## src/cms_pkg.sv

```systemverilog
// shared constants and carrier types for the clock mode selector
`default_nettype none
package cms_pkg;
  localparam int unsigned CMS_ADDR_W = 8;
  localparam int unsigned CMS_DATA_W = 32;
  // register byte offsets
  localparam logic [CMS_ADDR_W-1:0] CMS_FRR_OFF  = 8'h90;
  localparam logic [CMS_ADDR_W-1:0] CMS_STAT_OFF = 8'h94;
  // freq_ratio_register field positions
  localparam int unsigned CMS_MULT_DIS_BIT  = 7;
  localparam int unsigned CMS_PHASE_DIS_BIT = 6;
  localparam int unsigned CMS_FLOAT_BIT     = 5;
  localparam int unsigned CMS_RSVD_BIT      = 4;
  localparam int unsigned CMS_FR_LSB        = 0;
  localparam int unsigned CMS_FR_W          = 4;
  // freq_ratio_register reset values per mode
  localparam logic [7:0] CMS_FRR_RST_M01 = 8'h00;
  localparam logic [7:0] CMS_FRR_RST_M2  = 8'h40;
  localparam logic [7:0] CMS_FRR_RST_M3  = 8'h60;
  localparam logic [7:0] CMS_FRR_RST_M45 = 8'hA6;
  localparam logic [7:0] CMS_FRR_RST_M6  = 8'hE0;
  localparam logic [7:0] CMS_FRR_RST_BAD = 8'hE0;
  // status register field positions
  localparam int unsigned CMS_ST_MODE_LSB   = 0;
  localparam int unsigned CMS_ST_BAD_BIT    = 3;
  localparam int unsigned CMS_ST_PHASE_BIT  = 4;
  localparam int unsigned CMS_ST_MULT_BIT   = 5;
  localparam int unsigned CMS_ST_DRIVE_BIT  = 6;
  localparam int unsigned CMS_ST_STOP_BIT   = 7;
  localparam int unsigned CMS_ST_PAUSE_BIT  = 8;
  // axi responses
  localparam logic [1:0] CMS_RESP_OKAY   = 2'h0;
  localparam logic [1:0] CMS_RESP_SLVERR = 2'h2;
  // pin clock stop detection
  localparam int unsigned CMS_STALL_NS     = 256;
  localparam int unsigned CMS_CLK_MHZ      = 250;
  localparam int unsigned CMS_STALL_CYCLES = (CMS_STALL_NS * CMS_CLK_MHZ) / 1000;
  localparam int unsigned CMS_CNT_W        = 16;

  typedef enum logic [2:0] {
    CMS_MODE0 = 3'b000,
    CMS_MODE1 = 3'b001,
    CMS_MODE2 = 3'b010,
    CMS_MODE3 = 3'b011,
    CMS_MODE4 = 3'b100,
    CMS_MODE5 = 3'b101,
    CMS_MODE6 = 3'b110,
    CMS_MODE7 = 3'b111
  } cms_mode_t;

  typedef struct packed {
    logic [CMS_ADDR_W-1:0]   awaddr;
    logic                    awvalid;
    logic [CMS_DATA_W-1:0]   wdata;
    logic [CMS_DATA_W/8-1:0] wstrb;
    logic                    wvalid;
    logic                    bready;
    logic [CMS_ADDR_W-1:0]   araddr;
    logic                    arvalid;
    logic                    rready;
  } cms_axi_req_t;

  typedef struct packed {
    logic                  awready;
    logic                  wready;
    logic [1:0]            bresp;
    logic                  bvalid;
    logic                  arready;
    logic [CMS_DATA_W-1:0] rdata;
    logic [1:0]            rresp;
    logic                  rvalid;
  } cms_axi_rsp_t;
endpackage
`default_nettype wire

```

## src/cms_clock_mode_select.sv

```systemverilog
// clock operating-mode selection with freq_ratio_register over axi4-lite
//
// The implementer's own choices: the AXI4-Lite register port and the placing of the registers.
`default_nettype none
module cms_clock_mode_select
  import cms_pkg::*;
#(
  parameter int unsigned STALL_CYCLES = cms_pkg::CMS_STALL_CYCLES
) (
  input  wire logic                  CLK,
  input  wire logic                  RST,
  input  wire cms_pkg::cms_axi_req_t AXI_REQ,
  output var  cms_pkg::cms_axi_rsp_t AXI_RSP,
  input  wire logic                  MODE_PIN_0,
  input  wire logic                  MODE_PIN_1,
  input  wire logic                  MODE_PIN_2,
  input  wire logic                  CRYSTAL_SELECT_OR_PAUSE_REQ,
  input  wire logic                  EBUS_CLK_SRC,
  input  wire logic                  BUS_CLOCK_PIN_I,
  output logic                       BUS_CLOCK_PIN_O,
  output logic                       BUS_CLOCK_PIN_OE,
  output logic                       PHASE_PLL_RUN,
  output logic                       MULT_PLL_RUN,
  output logic                       PHASE_REF_FROM_PIN,
  output logic                       QUARTER_LEAD,
  output logic                       QUARTER_LAG,
  output logic                       OSC_CRYSTAL_EN,
  output logic                       OSC_EXT_IN_EN,
  output logic                       PIN_CLOCK_DIRECT,
  output logic                       PAUSE_REQ,
  output logic [3:0]                 FREQ_RATIO,
  output logic [2:0]                 MODE,
  output logic                       MODE_INVALID,
  output logic                       PIN_CLOCK_STOPPED
);
  import cms_pkg::*;

  if (STALL_CYCLES < 1 || STALL_CYCLES >= (1 << CMS_CNT_W)) begin : g_bad_stall
    $error("STALL_CYCLES out of range");
  end

  typedef struct packed {
    cms_mode_t             mode;
    logic [7:0]            frr;
    logic                  aw_pend;
    logic [CMS_ADDR_W-1:0] awaddr;
    logic                  w_pend;
    logic [7:0]            wbyte;
    logic                  wbyte_en;
    logic                  bvalid;
    logic [1:0]            bresp;
    logic                  rvalid;
    logic [CMS_DATA_W-1:0] rdata;
    logic [1:0]            rresp;
    logic                  pin_prev;
    logic [CMS_CNT_W-1:0]  idle_cnt;
    logic                  pin_stopped;
  } cms_state_t;

  cms_state_t s_reg;
  cms_state_t s_next;

  ////////////////////////////////////////////////////////////////////////////
  // mode decoding helpers

  function automatic logic [7:0] frr_reset(input cms_mode_t m);
    case (m)
      CMS_MODE0, CMS_MODE1: frr_reset = CMS_FRR_RST_M01;
      CMS_MODE2:            frr_reset = CMS_FRR_RST_M2;
      CMS_MODE3:            frr_reset = CMS_FRR_RST_M3;
      CMS_MODE4, CMS_MODE5: frr_reset = CMS_FRR_RST_M45;
      CMS_MODE6:            frr_reset = CMS_FRR_RST_M6;
      default:              frr_reset = CMS_FRR_RST_BAD;
    endcase
  endfunction

  // bits fixed at 1 where the resource is absent
  function automatic logic [7:0] frr_view(input cms_mode_t m, input logic [7:0] r);
    logic [7:0] v;
    v = r;
    v[CMS_RSVD_BIT] = 1'b0;
    if (m[2]) begin
      v[CMS_MULT_DIS_BIT] = 1'b1;
      v[CMS_FLOAT_BIT]    = 1'b1;
    end
    if (m == CMS_MODE2 || m == CMS_MODE3 || m == CMS_MODE6 || m == CMS_MODE7) begin
      v[CMS_PHASE_DIS_BIT] = 1'b1;
    end
    if (m == CMS_MODE3) begin
      v[CMS_FLOAT_BIT] = 1'b1;
    end
    frr_view = v;
  endfunction

  function automatic logic pin_is_input(input cms_mode_t m);
    pin_is_input = m[2];
  endfunction

  ////////////////////////////////////////////////////////////////////////////
  // next state

  logic [7:0] frr_eff;
  logic [2:0] mode_pins;
  logic       aw_hs;
  logic       w_hs;
  logic       ar_hs;
  logic       pin_edge;

  always_comb begin
    mode_pins = {MODE_PIN_2, MODE_PIN_1, MODE_PIN_0};
    frr_eff   = frr_view(s_reg.mode, s_reg.frr);
    aw_hs     = AXI_REQ.awvalid && !s_reg.aw_pend && !s_reg.bvalid;
    w_hs      = AXI_REQ.wvalid && !s_reg.w_pend && !s_reg.bvalid;
    ar_hs     = AXI_REQ.arvalid && !s_reg.rvalid;
    pin_edge  = BUS_CLOCK_PIN_I != s_reg.pin_prev;
    s_next    = s_reg;
    if (RST) begin
      // mode latched at reset; pins must then stay put
      s_next          = '0;
      s_next.mode     = cms_mode_t'(mode_pins);
      s_next.frr      = frr_reset(cms_mode_t'(mode_pins));
      s_next.pin_prev = BUS_CLOCK_PIN_I;
    end else begin
      // write channel
      if (aw_hs) begin
        s_next.aw_pend = 1'b1;
        s_next.awaddr  = AXI_REQ.awaddr;
      end
      if (w_hs) begin
        s_next.w_pend   = 1'b1;
        s_next.wbyte    = AXI_REQ.wdata[7:0];
        s_next.wbyte_en = AXI_REQ.wstrb[0];
      end
      if (s_reg.aw_pend && s_reg.w_pend) begin
        s_next.aw_pend = 1'b0;
        s_next.w_pend  = 1'b0;
        s_next.bvalid  = 1'b1;
        s_next.bresp   = CMS_RESP_OKAY;
        if (s_reg.awaddr == CMS_FRR_OFF) begin
          if (s_reg.wbyte_en) begin
            // frequency ratio open in every mode
            s_next.frr[CMS_FR_LSB +: CMS_FR_W] =
              s_reg.wbyte[CMS_FR_LSB +: CMS_FR_W];
            if (!s_reg.mode[2]) begin
              s_next.frr[CMS_MULT_DIS_BIT] = s_reg.wbyte[CMS_MULT_DIS_BIT];
              s_next.frr[CMS_FLOAT_BIT]    = s_reg.wbyte[CMS_FLOAT_BIT];
            end
            if (s_reg.mode == CMS_MODE0 || s_reg.mode == CMS_MODE1 ||
                s_reg.mode == CMS_MODE4 || s_reg.mode == CMS_MODE5) begin
              s_next.frr[CMS_PHASE_DIS_BIT] = s_reg.wbyte[CMS_PHASE_DIS_BIT];
            end
          end
        end else if (s_reg.awaddr != CMS_STAT_OFF) begin
          s_next.bresp = CMS_RESP_SLVERR;
        end
      end
      if (s_reg.bvalid && AXI_REQ.bready) begin
        s_next.bvalid = 1'b0;
      end
      // read channel
      if (s_reg.rvalid && AXI_REQ.rready) begin
        s_next.rvalid = 1'b0;
      end
      if (ar_hs) begin
        s_next.rvalid = 1'b1;
        s_next.rresp  = CMS_RESP_OKAY;
        s_next.rdata  = '0;
        case (AXI_REQ.araddr)
          CMS_FRR_OFF: begin
            s_next.rdata[7:0] = frr_eff;
          end
          CMS_STAT_OFF: begin
            s_next.rdata[CMS_ST_MODE_LSB +: 3] = s_reg.mode;
            s_next.rdata[CMS_ST_BAD_BIT]       = MODE_INVALID;
            s_next.rdata[CMS_ST_PHASE_BIT]     = PHASE_PLL_RUN;
            s_next.rdata[CMS_ST_MULT_BIT]      = MULT_PLL_RUN;
            s_next.rdata[CMS_ST_DRIVE_BIT]     = BUS_CLOCK_PIN_OE;
            s_next.rdata[CMS_ST_STOP_BIT]      = s_reg.pin_stopped;
            s_next.rdata[CMS_ST_PAUSE_BIT]     = PAUSE_REQ;
          end
          default: begin
            s_next.rresp = CMS_RESP_SLVERR;
          end
        endcase
      end
      // pin clock may stall or change rate when it is an input
      s_next.pin_prev = BUS_CLOCK_PIN_I;
      if (!pin_is_input(s_reg.mode) || pin_edge) begin
        s_next.idle_cnt    = '0;
        s_next.pin_stopped = 1'b0;
      end else if (s_reg.idle_cnt == CMS_CNT_W'(STALL_CYCLES - 1)) begin
        s_next.pin_stopped = 1'b1;
      end else begin
        s_next.idle_cnt = s_reg.idle_cnt + CMS_CNT_W'(1);
      end
    end
  end

  always_ff @(posedge CLK) begin
    s_reg <= s_next;
  end

  ////////////////////////////////////////////////////////////////////////////
  // clock tree controls

  logic phase_ok;
  logic mult_ok;

  always_comb begin
    MODE         = s_reg.mode;
    MODE_INVALID = s_reg.mode == CMS_MODE7;
    FREQ_RATIO   = frr_eff[CMS_FR_LSB +: CMS_FR_W];
    phase_ok     = 1'b0;
    mult_ok      = 1'b0;
    case (s_reg.mode)
      CMS_MODE0, CMS_MODE1: begin
        phase_ok = 1'b1;
        mult_ok  = 1'b1;
      end
      CMS_MODE2, CMS_MODE3: begin
        mult_ok = 1'b1;
      end
      CMS_MODE4, CMS_MODE5: begin
        phase_ok = 1'b1;
      end
      default: begin
        phase_ok = 1'b0;
        mult_ok  = 1'b0;
      end
    endcase
    PHASE_PLL_RUN      = phase_ok && !frr_eff[CMS_PHASE_DIS_BIT];
    MULT_PLL_RUN       = mult_ok && !frr_eff[CMS_MULT_DIS_BIT];
    PHASE_REF_FROM_PIN = PHASE_PLL_RUN && pin_is_input(s_reg.mode);
    QUARTER_LEAD       = s_reg.mode == CMS_MODE1 && PHASE_PLL_RUN;
    QUARTER_LAG        = s_reg.mode == CMS_MODE5 && PHASE_PLL_RUN;
    PIN_CLOCK_DIRECT   = s_reg.mode == CMS_MODE6;
    // pin drives in modes 0-2 unless floated
    BUS_CLOCK_PIN_OE   = !s_reg.mode[2] && !frr_eff[CMS_FLOAT_BIT];
    BUS_CLOCK_PIN_O    = BUS_CLOCK_PIN_OE && EBUS_CLK_SRC;
    OSC_CRYSTAL_EN     = !s_reg.mode[2] && CRYSTAL_SELECT_OR_PAUSE_REQ;
    OSC_EXT_IN_EN      = !s_reg.mode[2] && !CRYSTAL_SELECT_OR_PAUSE_REQ;
    PAUSE_REQ          = pin_is_input(s_reg.mode) && CRYSTAL_SELECT_OR_PAUSE_REQ;
    PIN_CLOCK_STOPPED  = s_reg.pin_stopped;
  end

  ////////////////////////////////////////////////////////////////////////////
  // axi answers

  always_comb begin
    AXI_RSP         = '0;
    AXI_RSP.awready = !s_reg.aw_pend && !s_reg.bvalid;
    AXI_RSP.wready  = !s_reg.w_pend && !s_reg.bvalid;
    AXI_RSP.bvalid  = s_reg.bvalid;
    AXI_RSP.bresp   = s_reg.bresp;
    AXI_RSP.arready = !s_reg.rvalid;
    AXI_RSP.rvalid  = s_reg.rvalid;
    AXI_RSP.rdata   = s_reg.rdata;
    AXI_RSP.rresp   = s_reg.rresp;
  end
endmodule
`default_nettype wire

```

## config.mk

```make
export PLATFORM = sky130hd
export DESIGN_NAME = cms_clock_mode_select
export DESIGN_NICKNAME = d
export VERILOG_FILES = /design/src/cms_pkg.sv /design/src/cms_clock_mode_select.sv
export SDC_FILE = /design/constraint.sdc
export NUM_CORES = 1
export LEC_CHECK = 0
export BUFFER_PORTS_ARGS = -buffer_cell sky130_fd_sc_hd__buf_2
export CAP_MARGIN = 20
export CORE_MARGIN = 1
export CORE_UTILIZATION = 44
export CTS_BUF_LIST = sky130_fd_sc_hd__clkbuf_8
export DETAILED_ROUTE_END_ITERATION = 10
export GPL_ROUTABILITY_DRIVEN = 0
export HOLD_SLACK_MARGIN = 0.06
export MAX_ROUTING_LAYER = met4
export PLACE_DENSITY = 0.78
export SLEW_MARGIN = 20
export SYNTH_ARGS = -nofsm -noshare
export SYNTH_HDL_FRONTEND = slang
export SYNTH_SLANG_ARGS = --single-unit
```

## constraint.sdc

```tcl
create_clock -name CLK -period 1.48 [get_ports CLK]
set_input_delay 0 -clock CLK [delete_from_list [all_inputs] [get_ports CLK]]
set_output_delay 0 -clock CLK [all_outputs]
set_load 0.02 [all_outputs]
```

### Word level (Yosys, flattened, before mapping)

Index checks and enable logic that the tools add are counted.

| cells by class | value |
|---|---|
| equal/unequal tests | 19 |
| muxes and demuxes | 33 |
| reduce and logical (&&, ||, !) cells | 54 |
| bitwise operators | 0 |
| divide/modulo/power cells | 0 |
| shift-type cells | 0 |
| $add $sub $neg | 1 |
| multipliers | 0 |
| order comparisons | 0 |

Operator list:

| cell | number |
|---|---|
| $mux W79 | 1 |
| $mux W35 | 1 |
| $pmux W8 S4 | 1 |
| $eq A8 B8 Y1 const B | 3 |
| $logic_and A1 B1 Y1 | 20 |
| $eq A3 B3 Y1 const B | 6 |
| $mux W17 | 1 |
| $add A16 B1 Y16 const B | 1 |
| $eq A16 B6 Y1 const B | 1 |
| $mux W16 | 1 |
| $pmux W8 S2 | 1 |
| $mux W3 | 5 |
| $mux W1 | 14 |
| $eq A3 B2 Y1 const B | 4 |
| $reduce_or A2 Y1 | 6 |
| $mux W10 | 1 |
| $reduce_bool A2 Y1 | 5 |
| $logic_not A1 Y1 | 9 |
| $mux W9 | 1 |
| $mux W4 | 2 |
| $ne A8 B8 Y1 const B | 1 |
| $reduce_and A4 Y1 | 2 |
| $reduce_or A4 Y1 | 2 |
| $logic_or A1 B1 Y1 | 7 |
| 7 further kinds | 11 |

| storage, ports and cells | value |
|---|---|
| memories | 0 |
| bits in registers | 62 |
| word-level logic and storage cells | 124 |
| bits in latches | 0 |
| output and inout bits | 61 |
| bits in read-only memories | 0 |
| RAM bits | 0 |

### Longest topological paths before layout

| logic depth | value |
|---|---|
| depth after elaboration | 10 |
| mapped depth | 6 |
| depth with buffers taken out | 5 |

### Worst setup path before layout

Ideal clock, no wire load.

| timing path | value |
|---|---|
| kind | register -> register |
| start point | register s_reg, in the netlist MODE[0] |
| end point | register s_reg, in the netlist AXI_RSP[8] |
| setup time | 0.130 ns |
| data arrival time | 1.620 ns |
| stages on the path, launching flop included | 5 |
| path slack | -0.270 ns |
| cell sequence | edfxtp_1 a211oi_1 nor3_1 a211oi_1 nor3_1 |

| between the ends | value |
|---|---|
| cells in the longest elaborated chain, start to end | 5 |

RTL lines:

| what | RTL line | RTL |
|---|---|---|
| start, declared | cms_clock_mode_select.sv:60 | `cms_state_t s_reg;` |
| start signal, assigned | cms_clock_mode_select.sv:200 | `s_reg <= s_next;` |
| $eq A3 B2 Y1 (tied with other cells) | cms_clock_mode_select.sv:215 | `case (s_reg.mode)` |
| $reduce_or A4 Y1 (no source line) | - |  |
| $mux W1 | cms_clock_mode_select.sv:215 |  |
| $logic_and A1 B1 Y1 | cms_clock_mode_select.sv:232 | `MULT_PLL_RUN = mult_ok && !frr_eff[CMS_MULT_DIS_BIT];` |
| $pmux W8 S2 * | cms_clock_mode_select.sv:168 | `case (AXI_REQ.araddr)` |

Every way passes the cells marked *; elsewhere a longest branch is shown, timed or not.
A chain may end at the register's enable or synchronous reset.

### Worst setup path after layout

| timing path | value |
|---|---|
| start point | register s_reg, in the netlist MODE[1] |
| end point | output port BUS_CLOCK_PIN_O |

| between the ends | value |
|---|---|
| cells in the longest elaborated chain, start to end | 5 |

RTL lines:

| what | RTL line | RTL |
|---|---|---|
| $eq A3 B2 Y1 | cms_clock_mode_select.sv:89 | `if (m == CMS_MODE3) begin` |
| $mux W1 | cms_clock_mode_select.sv:89 |  |
| $logic_not A1 Y1 | cms_clock_mode_select.sv:238 | `BUS_CLOCK_PIN_OE = !s_reg.mode[2] && !frr_eff[CMS_FLOAT_BIT];` |
| $logic_and A1 B1 Y1 | cms_clock_mode_select.sv:238 |  |
| $logic_and A1 B1 Y1 | cms_clock_mode_select.sv:239 | `BUS_CLOCK_PIN_O = BUS_CLOCK_PIN_OE && EBUS_CLK_SRC;` |
| end, declared | cms_clock_mode_select.sv:20 | `output logic BUS_CLOCK_PIN_O,` |

Every way passes these cells.

==> key figures <==
Run status
  – Status: finished, violations left
  – Violated checks: setup timing

Layout
  – # diodes: 0
  – Share of cells above drive strength 1: between 30% and 40%
  – Area growth syn-to-layout: 35.7%
  – Area of the multi-input gates: 0.00136 mm^2
  – Nets: 507
  – FILL cells: roughly 500
  – Final Util: 63.6%
  – Largest register FFs: 38
  – FF/Latch Area: 0.00130 mm^2

Critical path
  – Crit end category: primary output
  – Crit path DAT: 1510 ps
  – Critical Path Start Type: register
  – R2R setup slack: -20 ps
  – CP Capture Point: BUS_CLOCK_PIN_O
  – Worst r2r src: s_reg[5]
  – R2R depth: 4
  – Worst r2r dst: s_reg[16]
  – Worst Setup Path Type: register to primary output
  – Crit path max fanout: 3
  – Crit-path slowest cell: edfxtp_1
  – CP max stage delay: 400 ps
  – Worst endpoint required time: between 1000 and 1500 ps
  – CP startpoint: MODE[1]
  – Crit-path cells: a211oi_2 > buf_4 > and2_4 > buf_6

CTS
  – Longest Clk Path Bufs: 2
  – Clock transition at path regs: 70 ps
  – Num CTS Buffers: 9
  – Worst-Skew Late Latency: 340 ps
  – CTS Sinks: 59
  – CTS Root Cell: clkbuf_8
  – H-tree levels: 3
  – CTS tree: yes

Hold path
  – Hold_sp: RST
  – Hold Crit Class: input port to register

STA
  – TNS Setup: -45.7 ps
  – Layout Skew: 7.60 ps
  – Final min period: approximately 1500 ps
  – Final Hold Viols: 0
  – Fin worst setup slack: -28.7 ps
  – Unrepaired setup endpoints after global routing: true
  – FMAX: 0.663 GHz
  – Final period utilization: 102%
  – Final setup viols: 2
  – Pins over their slew limit: 0

Synth
  – FFs w/ async S/R, synth: 0%
  – Most frequent cell after synthesis: nand2_1
  – Synth top area cells: dfxtp_1 34%, buf_4 12%, edfxtp_1 11%
  – Post-synth top cells: 52 x nand2_1, 49 x dfxtp_1, 45 x buf_4
  – Post-synthesis adder-cell area fraction: 0.438%
  – XOR/XNOR Fraction of Synth Area: 2.15%
  – Synth Area in Compound Gates: about 12%
  – Largest family of logic cells by synthesized area: simple AND/OR/NAND/NOR gates
  – Mapped Cells: 333
  – Simple-Gate Fraction of Synth Area: 25.8%
  – Post-synth cell types: 44
  – Ys flop type: dfxtp_1
  – Seq cells post-synth: 59
  – Post-synth EDFFs: 10
  – Synth top area share: 34.4%
  – Syn Area/Cell: 8.57 um^2
  – Mux share of post-synthesis cell area: between 1 and 1.5%
  – Synth Warn #: 0
  – Post-synthesis sequential area ratio: 44.9%
  – Synth area leader: dfxtp_1
  – Netlist Area Pre-Place: 0.00286 mm^2

Global route
  – Vias in the first global route: 2347
  – Largest net degree at the start of global routing: 45
  – Global-route wire length before repair: 10400 um
  – Grt total ovfl: 0
  – GRT Total Usage: 21.1%
  – Initial antenna violation count: 0

Floorplanning
  – Die H: ~83 um
  – Die X: between 80 and 90 um
  – Core area: 0.00610 mm^2
  – Io pins: 126
  – Row count: 28
  – Starting density of the core: 46.8%
  – Die area: 0.00682 mm^2

Job
  – Maxcap violations: 0

Power and ir drop
  – Design Power: slightly above 4 mW
  – Leakage: between 1.5 and 2 nW
  – Peak VDD IR: around 0.00083 V
  – P per Cell Area: 1070 mW/mm^2

Routing
  – Post-DR wirelength/cell: between 10 and 15 um
  – DRC viols: 0
  – Via count: ~2700
  – Total Wirelength: 6950 um
  – Pre-antenna DRT Iters: 4
  – Initial DRC Count: 112
  – Final antenna-violating net count: 0
  – Vias per inst: 5.12

Placed design
  – HPWL Detailed: around 4400 um
  – IO Port Bufs: around 70
## worst max-delay path, delay by kind of cell (launching register included)
kind | cells | cell delay, ps
flops | 1 | 400
simple gates | 1 | 130
buf+inv | 2 | 290
compound gates | 1 | 350
## metrics by stage
stage,instances,hold slack [ps],setup slack [ps],cell area [um^2]
after floorplan,357,27.7,-0.899,2970
after global placement,479,126,6.27,3270
after detailed placement,479,129,-75.4,3270
after CTS,521,74.8,0.122,3830
after global routing,521,88.7,-66.4,3870
final,521,81.7,-28.7,3870
## per-layer routing
layer	part of all wire (%)	global-route usage, %
met1	44	24.8
met2	50	34.8
met3	4.6	3.63
met4	1.7	10.9
met5	0	-
## power breakdown
| group | total (mW) | internal [mW] | switching, mW |
|---|---|---|---|
| logic | 0.578 | 0.228 | 0.350 |
| registers | 1.75 | 1.70 | 0.0504 |
| clock network | 1.83 | 1.13 | 0.694 |
## cells by family after synthesis
group / Yosys count
AND/OR/NAND/NOR: 144
AO/OA/AOI/OAI: 58
adder cells (fa/ha/maj): 1
other: 1
buffers and inverters: 60
XOR/XNOR: 7
flip-flops: 59
multiplexers: 3
## how the worst min path moves through the flow
| stage | to | slack (ps) | cells past startpoint |
|---|---|---|---|
| 3_5_place_dp | s_reg[17] | 130 | 1 |
| 3_3_place_gp | s_reg[17] | 130 | 1 |
| 5_1_grt | s_reg[11] | 90 | 4 |
| 2_1_floorplan | s_reg[17] | 30 | 0 |
| 6_report | s_reg[11] | 80 | 4 |
| 4_1_cts | s_reg[11] | 70 | 4 |
## area by class of cell
| class | count | area share, % |
|---|---|---|
| Clock buffer | 9 | 3.20 |
| Tap cell | 75 | 2.42 |
| Sequential cell | 59 | 33.6 |
| Timing Repair Buffer | 128 | 22.1 |
| Inverter | 4 | 0.387 |
| Clock inverter | 7 | 3.20 |
| Multi-Input combinational cell | 239 | 35.1 |
## cell usage in the layout (no fill, tap or decap), types with 3 or more instances in the layout
cell           instances
or4_1                  3
buf_4                 32
nor3_1                 8
dfxtp_4                3
nand2b_1               4
clkbuf_8               9
a211oi_1               3
nand2_1               52
dfxtp_1               38
a21oi_1               31
o21ai_0               10
nand4_1                6
or3_1                  7
inv_1                  4
edfxtp_1              10
xor2_1                 5
and2_1                 6
buf_2                 71
nand3_1                6
dlygate4sd3_1         23
dfxtp_2                8
conb_1                25
nor4_1                 3
bufinv_16              3
nor2_1                27
a221oi_1               3
## what timing repair did
| action | in CTS | in global routing |
|---|---|---|
| setup buffers | 3 | 0 |
| cloned | 1 | 0 |
| hold buffers | 23 | 0 |
| gates resized for setup | 18 | 13 |
| endpoints found under the hold margin | 25 | 0 |
| pin swaps | 5 | 8 |
| endpoints found under the setup margin | 14 | 18 |
Note: power is estimated with default switching activity, not from simulation.
